[config.mk]
export PLATFORM = sky130hd
export DESIGN_NAME = asbl_link
export DESIGN_NICKNAME = d
export VERILOG_FILES = /design/src/asbl_pkg.sv /design/src/asbl_link.sv
export VERILOG_INCLUDE_DIRS = /design/src
export SDC_FILE = /design/constraint.sdc
export NUM_CORES = 1
export LEC_CHECK = 0
export BUFFER_PORTS_ARGS = -buffer_cell sky130_fd_sc_hd__buf_2
export CORE_ASPECT_RATIO = 1.75
export CORE_MARGIN = 1
export CORE_UTILIZATION = 50
export DETAILED_ROUTE_END_ITERATION = 6
export GPL_TIMING_DRIVEN = 1
export HOLD_SLACK_MARGIN = 0.1
export PLACE_DENSITY = 0.72
export SETUP_SLACK_MARGIN = 0.1
export SYNTH_ARGS = -nofsm -noshare
export SYNTH_HDL_FRONTEND = slang
export SYNTH_SLANG_ARGS = --single-unit
[constraint.sdc]
create_clock -name clk_i -period 5.5 [get_ports clk_i]
set_input_delay 0.825 -clock clk_i [delete_from_list [all_inputs] [get_ports clk_i]]
set_output_delay 0.825 -clock clk_i [all_outputs]
set_load 0.05 [all_outputs]
[src/asbl_params.svh]
// Constants for the asynchronous serial byte link
`ifndef ASBL_PARAMS_SVH
`define ASBL_PARAMS_SVH
`define ASBL_CLK_HZ        50000000
`define ASBL_BAUD          38400
`define ASBL_DATA_BITS     4'h8
`define ASBL_MODE_ASYNC8   8'h00
`define ASBL_BRR_RESET     8'h27
`define ASBL_SCR_RXIE      6
`define ASBL_SCR_TEIE      2
`define ASBL_SCR_TE        5
`define ASBL_SCR_RE        4
`define ASBL_SSR_TX_EMPTY_FLAG      7
`define ASBL_SSR_RDRF      6
`define ASBL_SSR_TX_END_FLAG      2
`define ASBL_SSR_RESET     8'h84
`endif

[src/asbl_pkg.sv]
// Types for the asynchronous serial byte link
package asbl_pkg;
    typedef enum logic [3:0] {
        ASBL_TX_IDLE  = 4'h1,
        ASBL_TX_START = 4'h2,
        ASBL_TX_DATA  = 4'h4,
        ASBL_TX_STOP  = 4'h8
    } asbl_tx_e;
    typedef enum logic [3:0] {
        ASBL_RX_IDLE  = 4'h1,
        ASBL_RX_START = 4'h2,
        ASBL_RX_DATA  = 4'h4,
        ASBL_RX_STOP  = 4'h8
    } asbl_rx_e;
endpackage : asbl_pkg

[src/asbl_link.sv]
// Asynchronous serial byte link channel with handshake and two-entry receive buffer
`timescale 1ns/100ps
`include "asbl_params.svh"
module asbl_link (
    input  wire logic       clk_i,
    input  wire logic       reset_i,
    input  wire logic       module_stop_i,
    input  wire logic [7:0] serial_mode_reg_i,
    input  wire logic [7:0] bit_rate_reg_i,
    input  wire logic [7:0] serial_control_reg_i,
    input  wire logic [7:0] tx_data_reg_i,
    input  wire logic       tx_empty_clear_i,
    input  wire logic       tx_end_clear_i,
    input  wire logic       rx_read_i,
    input  wire logic       rts_local_i,
    input  wire logic       cts_peer_n_i,
    input  wire logic       serial_rx_pin_i,
    output logic            serial_tx_pin_o,
    output logic            rts_pin_n_o,
    output logic [7:0]      serial_status_reg_o,
    output logic [7:0]      rx_data_reg_o,
    output logic            rx_valid_o,
    output logic            tx_end_irq_o,
    output logic            rx_full_irq_o
);
    function automatic logic [15:0] bit_ticks(input logic [7:0] brr);
        bit_ticks = 16'((32'(brr) + 32'h1) * 32'h20);
    endfunction : bit_ticks

    logic       run;
    logic       async8;
    logic       tx_en;
    logic       rx_en;
    assign run = !module_stop_i;
    assign async8 = (serial_mode_reg_i == `ASBL_MODE_ASYNC8);
    assign tx_en = run && async8 && serial_control_reg_i[`ASBL_SCR_TE];
    assign rx_en = run && async8 && serial_control_reg_i[`ASBL_SCR_RE];

    // Transmitter state
    asbl_pkg::asbl_tx_e tx_state;
    asbl_pkg::asbl_tx_e next_tx_state;
    logic [15:0]        tx_cnt;
    logic [15:0]        next_tx_cnt;
    logic [3:0]         tx_bit;
    logic [3:0]         next_tx_bit;
    logic [7:0]         tx_shift;
    logic [7:0]         next_tx_shift;
    logic               tx_line;
    logic               next_tx_line;
    logic               tx_empty_flag;
    logic               next_tx_empty_flag;
    logic               tx_end_flag;
    logic               next_tx_end_flag;
    logic               tx_tick;

    assign tx_tick = (tx_cnt == 16'h0000);

    always_comb
    begin
        next_tx_state = tx_state;
        next_tx_cnt   = tx_tick ? 16'(bit_ticks(bit_rate_reg_i) - 16'h1) : 16'(tx_cnt - 16'h1);
        next_tx_bit   = tx_bit;
        next_tx_shift = tx_shift;
        next_tx_line  = tx_line;
        next_tx_empty_flag     = tx_empty_flag;
        next_tx_end_flag     = tx_end_flag;
        if (tx_end_clear_i)
        begin
            next_tx_end_flag = 1'b0;
        end
        // clearing empty flag requests a send
        if (tx_empty_clear_i)
        begin
            next_tx_empty_flag = 1'b0;
            next_tx_end_flag = 1'b0;
        end
        unique case (tx_state)
            asbl_pkg::ASBL_TX_IDLE:
            begin
                next_tx_line = 1'b1;
                if (tx_en && !tx_empty_flag && !tx_empty_clear_i && !cts_peer_n_i)
                begin
                    next_tx_shift = tx_data_reg_i;
                    next_tx_empty_flag     = 1'b1;
                    next_tx_state = asbl_pkg::ASBL_TX_START;
                    next_tx_cnt   = 16'(bit_ticks(bit_rate_reg_i) - 16'h1);
                    next_tx_line  = 1'b0;
                end
            end
            asbl_pkg::ASBL_TX_START:
            begin
                if (tx_tick)
                begin
                    next_tx_line  = tx_shift[0];
                    next_tx_bit   = 4'h1;
                    next_tx_state = asbl_pkg::ASBL_TX_DATA;
                end
            end
            asbl_pkg::ASBL_TX_DATA:
            begin
                if (tx_tick)
                begin
                    // eight bits, LSB first, then stop
                    if (tx_bit == `ASBL_DATA_BITS)
                    begin
                        next_tx_line  = 1'b1;
                        next_tx_state = asbl_pkg::ASBL_TX_STOP;
                    end
                    else
                    begin
                        next_tx_shift = {1'b0, tx_shift[7:1]};
                        next_tx_line  = tx_shift[1];
                        next_tx_bit   = 4'(tx_bit + 4'h1);
                    end
                end
            end
            asbl_pkg::ASBL_TX_STOP:
            begin
                if (tx_tick)
                begin
                    // end flag after final stop bit
                    next_tx_end_flag     = 1'b1;
                    next_tx_state = asbl_pkg::ASBL_TX_IDLE;
                end
            end
        endcase
        // Dropping the enable aborts only an unfinished frame
        if (!tx_en && tx_state != asbl_pkg::ASBL_TX_IDLE)
        begin
            next_tx_state = asbl_pkg::ASBL_TX_IDLE;
            next_tx_line  = 1'b1;
        end
    end

    always_ff @(posedge clk_i)
    begin
        if (reset_i)
        begin
            tx_state <= asbl_pkg::ASBL_TX_IDLE;
            tx_cnt   <= 16'h0000;
            tx_bit   <= 4'h0;
            tx_shift <= 8'h00;
            tx_line  <= 1'b1;
            tx_empty_flag     <= 1'b1;
            tx_end_flag     <= 1'b1;
        end
        else
        begin
            tx_state <= next_tx_state;
            tx_cnt   <= next_tx_cnt;
            tx_bit   <= next_tx_bit;
            tx_shift <= next_tx_shift;
            tx_line  <= next_tx_line;
            tx_empty_flag     <= next_tx_empty_flag;
            tx_end_flag     <= next_tx_end_flag;
        end
    end

    // Receiver state
    asbl_pkg::asbl_rx_e rx_state;
    asbl_pkg::asbl_rx_e next_rx_state;
    logic [15:0]        rx_cnt;
    logic [15:0]        next_rx_cnt;
    logic [3:0]         rx_bit;
    logic [3:0]         next_rx_bit;
    logic [7:0]         rx_shift;
    logic [7:0]         next_rx_shift;
    logic               rx_push;
    logic               rx_tick;
    logic               buf_ready;

    assign rx_tick = (rx_cnt == 16'h0000);

    always_comb
    begin
        next_rx_state = rx_state;
        next_rx_cnt   = rx_tick ? 16'h0000 : 16'(rx_cnt - 16'h1);
        next_rx_bit   = rx_bit;
        next_rx_shift = rx_shift;
        rx_push       = 1'b0;
        unique case (rx_state)
            asbl_pkg::ASBL_RX_IDLE:
            begin
                // low level on receive pin starts a frame
                if (rx_en && !serial_rx_pin_i)
                begin
                    // Sample mid-bit to tolerate clock skew
                    next_rx_cnt   = 16'(bit_ticks(bit_rate_reg_i) >> 1);
                    next_rx_state = asbl_pkg::ASBL_RX_START;
                end
            end
            asbl_pkg::ASBL_RX_START:
            begin
                if (rx_tick)
                begin
                    next_rx_cnt   = 16'(bit_ticks(bit_rate_reg_i) - 16'h1);
                    next_rx_bit   = 4'h0;
                    next_rx_state = serial_rx_pin_i ? asbl_pkg::ASBL_RX_IDLE
                                                    : asbl_pkg::ASBL_RX_DATA;
                end
            end
            asbl_pkg::ASBL_RX_DATA:
            begin
                if (rx_tick)
                begin
                    next_rx_cnt   = 16'(bit_ticks(bit_rate_reg_i) - 16'h1);
                    next_rx_shift = {serial_rx_pin_i, rx_shift[7:1]};
                    next_rx_bit   = 4'(rx_bit + 4'h1);
                    if (rx_bit == 4'(`ASBL_DATA_BITS - 4'h1))
                    begin
                        next_rx_state = asbl_pkg::ASBL_RX_STOP;
                    end
                end
            end
            asbl_pkg::ASBL_RX_STOP:
            begin
                if (rx_tick)
                begin
                    // store byte only with a valid stop bit
                    rx_push       = serial_rx_pin_i;
                    next_rx_state = asbl_pkg::ASBL_RX_IDLE;
                end
            end
        endcase
        if (!rx_en)
        begin
            next_rx_state = asbl_pkg::ASBL_RX_IDLE;
        end
    end

    always_ff @(posedge clk_i)
    begin
        if (reset_i)
        begin
            rx_state <= asbl_pkg::ASBL_RX_IDLE;
            rx_cnt   <= 16'h0000;
            rx_bit   <= 4'h0;
            rx_shift <= 8'h00;
        end
        else
        begin
            rx_state <= next_rx_state;
            rx_cnt   <= next_rx_cnt;
            rx_bit   <= next_rx_bit;
            rx_shift <= next_rx_shift;
        end
    end

    // Two-entry buffer between receiver and the receive data output
    logic [7:0] buf_mem [2];
    logic [7:0] next_buf_mem [2];
    logic [1:0] buf_cnt;
    logic [1:0] next_buf_cnt;
    logic       buf_wr;
    logic       buf_rd;

    assign buf_ready = (buf_cnt != 2'h2);
    assign buf_wr    = rx_push && buf_ready;
    assign buf_rd    = rx_read_i && (buf_cnt != 2'h0);

    always_comb
    begin
        next_buf_mem = buf_mem;
        next_buf_cnt = 2'(buf_cnt + {1'b0, buf_wr} - {1'b0, buf_rd});
        if (buf_rd)
        begin
            next_buf_mem[0] = buf_mem[1];
        end
        if (buf_wr)
        begin
            next_buf_mem[1'(buf_cnt - {1'b0, buf_rd})] = rx_shift;
        end
    end

    always_ff @(posedge clk_i)
    begin
        if (reset_i)
        begin
            buf_mem[0] <= 8'h00;
            buf_mem[1] <= 8'h00;
            buf_cnt    <= 2'h0;
        end
        else
        begin
            buf_mem <= next_buf_mem;
            buf_cnt <= next_buf_cnt;
        end
    end

    // request line low only while the buffer has room
    assign rts_pin_n_o = !(rts_local_i && rx_en && buf_ready);
    assign serial_tx_pin_o = tx_line;
    assign rx_data_reg_o   = buf_mem[0];
    assign rx_valid_o      = (buf_cnt != 2'h0);

    always_comb
    begin
        serial_status_reg_o = 8'h00;
        serial_status_reg_o[`ASBL_SSR_TX_EMPTY_FLAG] = tx_empty_flag;
        serial_status_reg_o[`ASBL_SSR_RDRF] = rx_valid_o;
        serial_status_reg_o[`ASBL_SSR_TX_END_FLAG] = tx_end_flag;
    end

    assign tx_end_irq_o  = tx_end_flag && run && serial_control_reg_i[`ASBL_SCR_TEIE];
    assign rx_full_irq_o = rx_valid_o && run && serial_control_reg_i[`ASBL_SCR_RXIE];
endmodule : asbl_link

; Word level (Yosys, flattened, before mapping)
; Index checks and enable logic that the tools add are counted.
[word_totals]
regBits = 85
out_inout_bits = 21
elab_cells = 141
[op_classes]
n_addsub = 9
magnitude_cmp = 2
n_eq_ne = 23
mux = 49
n_bitwise = 2
n_reduce_logical = 42
[ops]
columns = operator, n
row1 = two-way mux 16 bit, 7
row2 = two-way mux 4 bit, 14
row3 = two-way mux 8 bit, 5
row4 = zero test 16 bit, 2
row5 = case mux 16 bit (2 select lines), 1
row6 = case mux 4 bit (4 select lines), 2
row7 = "subtractor 16 x 1 -> 16 bit, second input constant", 2
row8 = "inequality test 2 bit, second input constant", 12
row9 = logical AND 1 bit, 17
row10 = bitwise mux 16 bit, 1
row11 = case mux 4 bit (2 select lines), 2
row12 = case mux 8 bit (2 select lines), 1
row13 = "subtractor 14 x 1 -> 15 bit, second input constant", 1
row14 = two-way mux 1 bit, 13
row15 = "== test 4 x 3 -> 1 bit, second input constant", 3
row16 = "== test 4 bit, second input constant", 3
row17 = AND reduction 5 bit, 2
row18 = "adder 8 x 1 -> 9 bit, second input constant", 1
row19 = "adder 4 x 1 -> 4 bit, second input constant", 2
row20 = demux 8 bit (select 1 bit), 1
row21 = "== test 4 x 1 -> 1 bit, second input constant", 2
row22 = "== test 4 x 2 -> 1 bit, second input constant", 2
row23 = zero test 8 bit, 1
row24 = AND reduction 4 bit, 2
row25 = 16 further kinds, 28

; Logic depth before layout (Yosys ltp)
; Gate-level depths: netlist (run 1).
[logic_depth]
depth_word = 10
mapped_depth = 12
depth_no_buf = 12

; Worst setup path after synthesis (run 1)
; OpenSTA, ideal clock, no wires.
[synth_path]
kind = input to output
start = in module_stop_i
end = out rx_full_irq_o
arrival_time_ps = 1983
path_slack_ps = 2692
stages = 1
n_path_buf = 0
cell_sequence = nor3b_1
[synth_between]
elab_chain_cells = 3
[synth_rtl]
columns = item, line_no
row1 = from (decl), asbl_link.sv:7  ; input wire logic module_stop_i,
row2 = zero test 1 bit, asbl_link.sv:34  ; assign run = !module_stop_i;
row3 = logical AND 1 bit (2 in series), asbl_link.sv:305  ; assign rx_full_irq_o = rx_valid_o && run && serial_control_reg_i[`ASBL_SCR_RXIE];
row4 = to (decl), asbl_link.sv:24  ; output logic rx_full_irq_o
; Every way passes these cells.

; Worst setup path in the final report (run 1)
[layout_path]
start = in serial_mode_reg_i[4]
end = out rts_pin_n_o
[layout_between]
elab_chain_cells = 6
[layout_rtl]
columns = item, line_no
row1 = from (decl), asbl_link.sv:8  ; input wire logic [7:0] serial_mode_reg_i,
row2 = zero test 8 bit (no line), -
row3 = logical AND 1 bit (2 in series), asbl_link.sv:37  ; assign rx_en = run && async8 && serial_control_reg_i[`ASBL_SCR_RE];
row4 = logical AND 1 bit (2 in series), asbl_link.sv:291  ; assign rts_pin_n_o = !(rts_local_i && rx_en && buf_ready);
row5 = zero test 1 bit, asbl_link.sv:291
row6 = to (decl), asbl_link.sv:19  ; output logic rts_pin_n_o,
; Every way passes these cells.

==> flow_summary.json, run 1 <==
{
  "cap_violations": 0,
  "nFillCells": 909,
  "clock_sinks": 85,
  "drv_slew": 0,
  "cp.arrival_ns": 2.18,
  "wl_mm": 10.9,
  "rr_worst_depth": 10,
  "synth_cell_types": 63,
  "avgSynthCellArea_um2": 8.09,
  "async_flop_share": 0,
  "syn_to_final_growth_pct": 9.81,
  "root_buffer": "clkbuf_16",
  "layoutNonFillerInstCount": 752,
  "fin_util": 0.568,
  "post_drt_wl_per_cell_um": 14.6,
  "setup_slack_ns": 2.49,
  "die_area_um2": 10200,
  "max_slew_margin": 0.308,
  "postCtsSetupRepairBufs": 0,
  "power.leakage_nw": 2.20,
  "grt_max_degree": 75,
  "power_density_nw_per_um2": 383,
  "startpoint": "serial_mode_reg_i[4]",
  "critical_path.top_delay_family": "simple AND/OR/NAND/NOR gates",
  "r2r_setup_slack_ns": 2.87,
  "grt_pass1_wl_mm": 18.5,
  "drcViolationCount": 0,
  "min_path_type": "flop to flop",
  "tightest_slew_ns": 1.04,
  "syn_inst": 605,
  "dpl.cell_count": 736,
  "synth-seq-cells": 85,
  "cp-end-kind": "output port",
  "clk-insertion-delay-late_ns": 0.34,
  "initialDrtViolationCount": 206,
  "worstSetupStartpointType": "input port",
  "viasPerCell": 5.66,
  "final_cell_mix": "dfxtp_1 (85), nor2_1 (82), nand2_1 (70), buf_2 (52), a21oi_1 (45)",
  "timing.rr.start": "rx_cnt[3]",
  "tritoncts": "yes",
  "drtPass1Iterations": 4,
  "drive_above_1_share": 0.144,
  "die_h_um": 133,
  "die_x_um": 76.8,
  "gr-total-overflow": 0,
  "max_freq_ghz": 0.333,
  "hold_end": "rx_shift[0]",
  "synthTopCellsByArea": "dfxtp_1 (35%), nor2_1 (6.3%), nand2_1 (5.4%)",
  "outcome": "finished, final reports clean",
  "yosysWarningCount": 0,
  "crit_required_ns": 4.68,
  "io-pin-count": 62,
  "antenna_found_initial": 0,
  "grt_use_total": 0.223,
  "num_antenna_cells": 0,
  "setup_viol": 0,
  "final_antenna_net_count": 0,
  "irDropWorstVdd_uv": 204,
  "finalSetupTns_ns": 0,
  "dp_slack_ns": 2.44,
  "path_clk_slew_ns": 0.06,
  "crit_buf_inv": 3,
  "io_buffers": 52,
  "critPathKind": "input port to output port",
  "cts_hold_buffers": 0,
  "core_area_um2": 9470,
  "start_util": 0.517,
  "post_cts_resized": 0,
  "cpPeakStageDelay_ns": 0.49,
  "dp_hpwl_mm": 7.96,
  "htreeDepth": 3,
  "path_max_fanout": 5,
  "ys_seq_area_frac": 0.347,
  "timing.rr.end": "buf_cnt[1]",
  "cp_slowest_cell": "nor4_1",
  "synth-edff-count": 0,
  "gp_congestion": 0.896,
  "hold_viol_final": 0,
  "num_vias": 4257,
  "synth_flop_cell": "dfxtp_1",
  "final_common_cell": "dfxtp_1",
  "hp-start": "rx_shift[0]",
  "fin_crit_ns": 3.01,
  "syn_area_um2": 4900,
  "floorplan.rows": 47,
  "synth.top_cell.area_share": 0.347,
  "grt_pass1_vias": 4176,
  "numCtsBuffers": 9,
  "cp_cell_sequence": "buf_2 -> nor4_1 -> nand3_1 -> inv_1 -> nand3_1 -> buf_2",
  "ctsLongestPathBuffers": 2,
  "min_path_cells": 2,
  "synth_area_leader_cell": "dfxtp_1",
  "finalCritPeriodShare": 0.547,
  "final_nets": 677,
  "rsz0062_at_grt": "false",
  "fin_worst_skew_ns": 0.00697
}
[worst max-delay path by stage]
stage	to	slack, ns	cells past startpoint
global route	rts_pin_n_o	2.36	6
finish	rts_pin_n_o	2.49	6
CTS	rts_pin_n_o	2.44	6
global placement	rts_pin_n_o	2.44	6
detailed placement	rts_pin_n_o	2.44	6
floorplan	rx_full_irq_o	2.69	1
[where the power goes]
| group | internal (mW) | switching (mW) |
|---|---|---|
| Sequential | 0.693 | 0.0855 |
| Combinational | 0.276 | 0.398 |
| Clock | 0.363 | 0.243 |
[area by class of cell]
class / instances / area [µm²] / area share
tap: 122 / 153 / 0.0284
inverter: 17 / 63.8 / 0.0119
clock inverter: 6 / 61.3 / 0.0114
clock buffer: 10 / 239 / 0.0444
multi-input combinational: 458 / 2880 / 0.536
timing repair buffer: 54 / 275 / 0.0512
sequential: 85 / 1700 / 0.316
[state kept, by name (all words and copies together) (netlist names), 2 cells and up, named ones only]
signal / flops
tx_bit: 4
tx_shift: 8
rx_data_reg_o: 8
tx_state: 4
rx_state: 4
rx_shift: 8
tx_cnt: 16
buf_cnt: 2
rx_bit: 4
rx_cnt: 16
[metal layers]
layer | GRT usage | vias to the layer above | share of wire
li1 | - | 2138 | -
met1 | 0.231 | 2008 | 0.40
met2 | 0.422 | 88 | 0.55
met3 | 0.0366 | 23 | 0.028
met4 | 0.109 | 0 | 0.028
met5 | 0 | - | 0
[tightest hold or removal path, stage by stage, from the launching register on]
cell     delay [ns]
dfxtp_1        0.33
nand2_1        0.06
a21oi_1        0.05
[through the flow]
step	hold WS, ns	total power, mW	area, µm²
2_1_floorplan	0.441	1.32	4910
3_3_place_gp	0.455	1.42	5080
4_1_cts	0.483	2.06	5380
5_1_grt	0.508	2.18	5380
3_5_place_dp	0.465	1.44	5080
6_report	0.480	2.06	5380
[cell usage after synthesis, drive strengths merged (3+ instances only)]
master,instances
xnor2,24
or3,5
xor2,18
o211ai,3
nor3b,5
buf,25
dfxtp,85
a311oi,8
or2,4
ha,11
inv,17
nor4,7
nor3,18
o21ai,16
nand3b,6
mux2i,24
a21o,4
nor2b,6
a22oi,4
a31oi,6
a211oi,17
a21oi,45
nand2b,8
nor4b,7
nand4,5
nand3,12
nand2,70
clkbuf,24
and2,6
o31ai,6
nor2,84
[logic make-up (layout without fill, tap and decap cells)]
group,count (synthesis),in the layout,synth area share
AO/OA/AOI/OAI,122,122,0.169
XOR/XNOR,42,42,0.0751
adder cells (fa/ha/maj),11,11,0.0281
buffers and inverters,66,87,0.0680
flip-flops,85,85,0.347
multiplexers,24,24,0.0491
other,1,5,0.000766
AND/OR/NAND/NOR,254,254,0.263
(Power assumes the default switching activity.)
==> run 2: changes to the inputs <==
--- a/config.mk
+++ b/config.mk
@@ -13,7 +13,7 @@
 export DETAILED_ROUTE_END_ITERATION = 6
 export GPL_TIMING_DRIVEN = 1
 export HOLD_SLACK_MARGIN = 0.1
-export PLACE_DENSITY = 0.72
+export PLACE_DENSITY = 0.75
 export SETUP_SLACK_MARGIN = 0.1
 export SYNTH_ARGS = -nofsm -noshare
 export SYNTH_HDL_FRONTEND = slang
==> constraint.sdc (replaced) <==
create_clock -name clk_i -period 2.58 [get_ports clk_i]
set_input_delay 0.387 -clock clk_i [delete_from_list [all_inputs] [get_ports clk_i]]
set_output_delay 0.387 -clock clk_i [all_outputs]
set_load 0.05 [all_outputs]
==> flow_summary.json, run 2 (same netlist as run 1, synthesis figures left out) <==
{
  "outcome": "finished, final reports clean",
  "post_cts_resized": 0,
  "postCtsSetupRepairBufs": 0,
  "die_h_um": 133,
  "wl_mm": 11.3,
  "fin_crit_ns": 2.35,
  "grt_pass1_vias": 4206,
  "die_area_um2": 10200,
  "finalCritPeriodShare": 0.913,
  "worstSetupStartpointType": "flop",
  "io-pin-count": 62,
  "gp_congestion": 0.903,
  "htreeDepth": 3,
  "rr_worst_depth": 6,
  "final_common_cell": "dfxtp_1",
  "setup_viol": 0,
  "cp-end-kind": "flop",
  "reg_top3": "rx_cnt: 16 flops, tx_cnt: 16 flops",
  "path_clk_slew_ns": 0.06,
  "numCtsBuffers": 9,
  "finalSetupTns_ns": 0,
  "max_slew_margin": 0.402,
  "post_drt_wl_per_cell_um": 14.7,
  "initialDrtViolationCount": 237,
  "nFillCells": 876,
  "grt_pass1_wl_mm": 18.9,
  "final_nets": 691,
  "drv_slew": 0,
  "cts_hold_buffers": 0,
  "grt_max_degree": 46,
  "tightest_slew_ns": 0.897,
  "power_density_nw_per_um2": 812,
  "drive_above_1_share": 0.166,
  "io_buffers": 52,
  "final_cell_area_um2": 5500,
  "path_max_fanout": 13,
  "rsz0062_at_grt": "false",
  "p_total_mw": 4.46,
  "min_path_cells": 3,
  "core_area_um2": 9470,
  "timing.rr.start": "tx_cnt[11]",
  "num_vias": 4276,
  "die_x_um": 76.8,
  "fin_worst_skew_ns": 0.00537,
  "clock_sinks": 85,
  "floorplan.rows": 47,
  "irDropWorstVdd_uv": 372,
  "final_cell_mix": "dfxtp_1 (85), nor2_1 (82), nand2_1 (70), buf_2 (52), a21oi_1 (45)",
  "drtPass1Iterations": 4,
  "tritoncts": "yes",
  "cap_violations": 0,
  "root_buffer": "clkbuf_16",
  "syn_to_final_growth_pct": 12.2,
  "power.leakage_nw": 2.27,
  "hp-start": "tx_data_reg_i[3]",
  "min_path_type": "input port to flop",
  "worst_hold_slack_ns": 0.308,
  "clk-insertion-delay-late_ns": 0.34,
  "r2r_setup_slack_ns": 0.23,
  "hold_viol_final": 0,
  "critPathKind": "flop to flop",
  "gr-total-overflow": 0,
  "ctsLongestPathBuffers": 2,
  "dp_hpwl_mm": 8.56,
  "timing.rr.end": "tx_cnt[14]",
  "grt_use_total": 0.230,
  "regArea_um2": 1700,
  "hold_end": "tx_shift[3]",
  "viasPerCell": 5.57,
  "max_freq_ghz": 0.425,
  "final_antenna_net_count": 0,
  "drcViolationCount": 0,
  "crit_required_ns": 2.78,
  "start_util": 0.517,
  "cp.arrival_ns": 2.56,
  "antenna_found_initial": 1,
  "placed_area_um2": 5180,
  "multi_input_area_um2": 2900
}
## run 2: final cells by class
class	instances	share of cell area
antenna	1	0.000455
clock inverter	7	0.0137
tap	122	0.0278
clock buffer	9	0.0410
inverter	17	0.0116
multi-input combinational	458	0.527
timing repair buffer	68	0.0692
sequential	85	0.310
## run 2: worst max-delay path by stage
stage,slack (ns),start,end,depth (start not counted)
floorplan,0.37,rx_cnt[8],buf_cnt[1],10
global placement,0.29,bit_rate_reg_i[1],tx_cnt[15],9
detailed placement,0.26,bit_rate_reg_i[1],tx_cnt[14],9
CTS,0.22,tx_cnt[11],tx_cnt[14],6
global route,0.11,tx_cnt[10],tx_cnt[14],6
finish,0.23,tx_cnt[11],tx_cnt[14],6
## run 2: where the power goes
| group | leakage [nW] | switching (mW) | total [mW] | internal, mW |
|---|---|---|---|---|
| Combinational | 1.44 | 0.858 | 1.50 | 0.644 |
| Sequential | 0.691 | 0.184 | 1.66 | 1.48 |
| Clock | 0.138 | 0.548 | 1.30 | 0.753 |
| Total | 2.27 | 1.59 | 4.46 | 2.87 |
## run 2: worst max-delay path, cell delays in order, from the launching register on
cell and delay [ns]:
dfxtp_1 0.33, or4_1 0.60, nor2_4 0.19, nand3_1 0.30, nand2_1 0.46, a21oi_1 0.16
a21boi_0 0.17
## run 2: layer usage
layer  up-vias  GRT usage  share of wire  wire, µm
met4         0      0.128          0.037       420
met2        95      0.425           0.54      6130
met5         -          0              0         0
met1      1993      0.239           0.39      4420
li1       2160          -              -         -
met3        28     0.0414          0.027       308
## run 2: per-stage QoR
| stage | cells | setup WS, ns | util |
|---|---|---|---|
| 3_3_place_gp | 750 | 0.291 | 0.547 |
| 5_1_grt | 767 | 0.110 | 0.581 |
| 6_report | 767 | 0.225 | 0.581 |
| 2_1_floorplan | 609 | 0.370 | - |
| 3_5_place_dp | 750 | 0.261 | 0.547 |
| 4_1_cts | 766 | 0.224 | 0.579 |
==> run 3: changes to the inputs <==
--- a/config.mk
+++ b/config.mk
@@ -7,7 +7,6 @@
 export NUM_CORES = 1
 export LEC_CHECK = 0
 export BUFFER_PORTS_ARGS = -buffer_cell sky130_fd_sc_hd__buf_2
-export CORE_ASPECT_RATIO = 1.75
 export CORE_MARGIN = 1
 export CORE_UTILIZATION = 50
 export DETAILED_ROUTE_END_ITERATION = 6
==> flow_summary.json, run 3 (same netlist as run 1, synthesis figures left out) <==
{
  "hold_viol_final": 0,
  "finalCritPeriodShare": 0.908,
  "gp_congestion": 0.832,
  "tritoncts": "yes",
  "multi_input_area_um2": 2900,
  "initialDrtViolationCount": 261,
  "p_total_mw": 4.10,
  "critPathKind": "flop to flop",
  "setup_viol": 0,
  "clk-insertion-delay-late_ns": 0.36,
  "wl_mm": 10.7,
  "nFillCells": 878,
  "viasPerCell": 5.60,
  "grt_max_degree": 47,
  "min_path_cells": 3,
  "root_buffer": "clkbuf_8",
  "power_density_nw_per_um2": 759,
  "grt_use_total": 0.215,
  "final_nets": 690,
  "num_vias": 4326,
  "crit_buf_inv": 0,
  "fin_crit_ns": 2.34,
  "regArea_um2": 1700,
  "reg_top3": "rx_cnt: 16 flops, tx_cnt: 16 flops",
  "worstSetupStartpointType": "flop",
  "path_clk_slew_ns": 0.09,
  "die_area_um2": 10200,
  "fin_worst_skew_ns": 0.0103,
  "crit_cells": 6,
  "htreeDepth": 3,
  "irDropWorstVdd_uv": 512,
  "clock_sinks": 85,
  "antenna_found_initial": 0,
  "ctsLongestPathBuffers": 2,
  "drcViolationCount": 0,
  "gr-total-overflow": 0,
  "floorplan.rows": 35,
  "die_h_um": 101,
  "cp_cell_sequence": "or4b_4 -> nor2_4 -> o211ai_4 -> o21ai_4 -> nor2_1 -> a311oi_2",
  "final_antenna_net_count": 0,
  "tightest_slew_ns": 0.874,
  "path_max_fanout": 15,
  "rr_worst_depth": 6,
  "io_buffers": 52,
  "drv_slew": 0,
  "placed_area_um2": 5180,
  "final_cell_mix": "dfxtp_1 (85), nor2_1 (82), nand2_1 (70), buf_2 (52), a21oi_1 (45)",
  "dp_hpwl_mm": 7.75,
  "power.leakage_nw": 2.23,
  "dpl.cell_count": 756,
  "start_util": 0.523,
  "grt_pass1_wl_mm": 17.5,
  "core_area_um2": 9370,
  "min_path_type": "input port to flop",
  "grt_pass1_vias": 3877,
  "rsz0062_at_grt": "false",
  "final_cell_area_um2": 5400,
  "num_antenna_cells": 0,
  "cpPeakStageDelay_ns": 0.63,
  "syn_to_final_growth_pct": 10.3,
  "crit_required_ns": 2.86,
  "critical_path.top_delay_family": "simple AND/OR/NAND/NOR gates",
  "drive_above_1_share": 0.165,
  "io-pin-count": 62,
  "max_freq_ghz": 0.427,
  "drtPass1Iterations": 5,
  "cap_violations": 0,
  "max_slew_margin": 0.418,
  "cp-end-kind": "flop",
  "layoutNonFillerInstCount": 772,
  "finalSetupTns_ns": 0,
  "cp.arrival_ns": 2.62,
  "numCtsBuffers": 9,
  "die_x_um": 101,
  "post_drt_wl_per_cell_um": 13.8,
  "cp_slowest_cell": "or4b_4",
  "final_common_cell": "dfxtp_1",
  "outcome": "finished, final reports clean"
}
## run 3: cell count changes in the layout (fill, tap and decap cells not counted), sizes merged
cell,change
clkbuf,+1
clkinvlp,-3
buf,-1
diode,-1
clkinv,+2
## run 3: area by class of cell
type,count,share of cell area
Multi-Input combinational cell,458,0.536
Sequential cell,85,0.315
Timing Repair Buffer,67,0.0690
Tap cell,129,0.0299
Clock buffer,10,0.0255
Clock inverter,6,0.0130
Inverter,17,0.0118
## run 3: path summary, 6_finish.rpt
| check | from | end | slack [ns] |
|---|---|---|---|
| worst max-delay path | tx_state[2] | tx_shift[6] | 0.24 |
| worst min register to register | rx_cnt[0] | rx_cnt[0] | 0.48 |
| worst max register to register | tx_state[2] | tx_shift[6] | 0.24 |
| worst min-delay path | tx_data_reg_i[2] | tx_shift[2] | 0.29 |
## run 3: timing repair
item                       in CTS  in global routing
setup endpoints to repair       0                  4
gates resized for setup         0                  2
setup buffers                   0                  0
hold buffers                    0                  0
## run 3: per-stage QoR
step / hold slack [ns] / utilization / setup slack (ns)
after floorplan: 0.441 / - / 0.370
after global placement: 0.456 / 0.553 / 0.299
after detailed placement: 0.466 / 0.553 / 0.247
after CTS: 0.280 / 0.575 / 0.246
after global routing: 0.280 / 0.577 / 0.116
final: 0.288 / 0.577 / 0.238
## run 3: power by group
| group | switching (mW) | total [mW] | internal (mW) |
|---|---|---|---|
| registers | 0.175 | 1.65 | 1.47 |
| clock network | 0.508 | 0.988 | 0.481 |
| logic | 0.823 | 1.46 | 0.637 |
## run 3: worst register-to-register path: cells and delay by family, from the launching register on
| family | cells | cell delay (ns) |
|---|---|---|
| compound gates | 3 | 0.76 |
| flops | 1 | 0.52 |
| simple gates | 3 | 0.97 |
## run 3: per-layer routing
metal | routed length, µm | part of all wire | vias up | track usage
met5 | 0 | 0 | - | 0
met2 | 5050 | 0.47 | 126 | 0.376
met1 | 4880 | 0.46 | 2023 | 0.269
met4 | 161 | 0.015 | 0 | 0.0680
li1 | - | - | 2163 | -
met3 | 566 | 0.053 | 14 | 0.0381
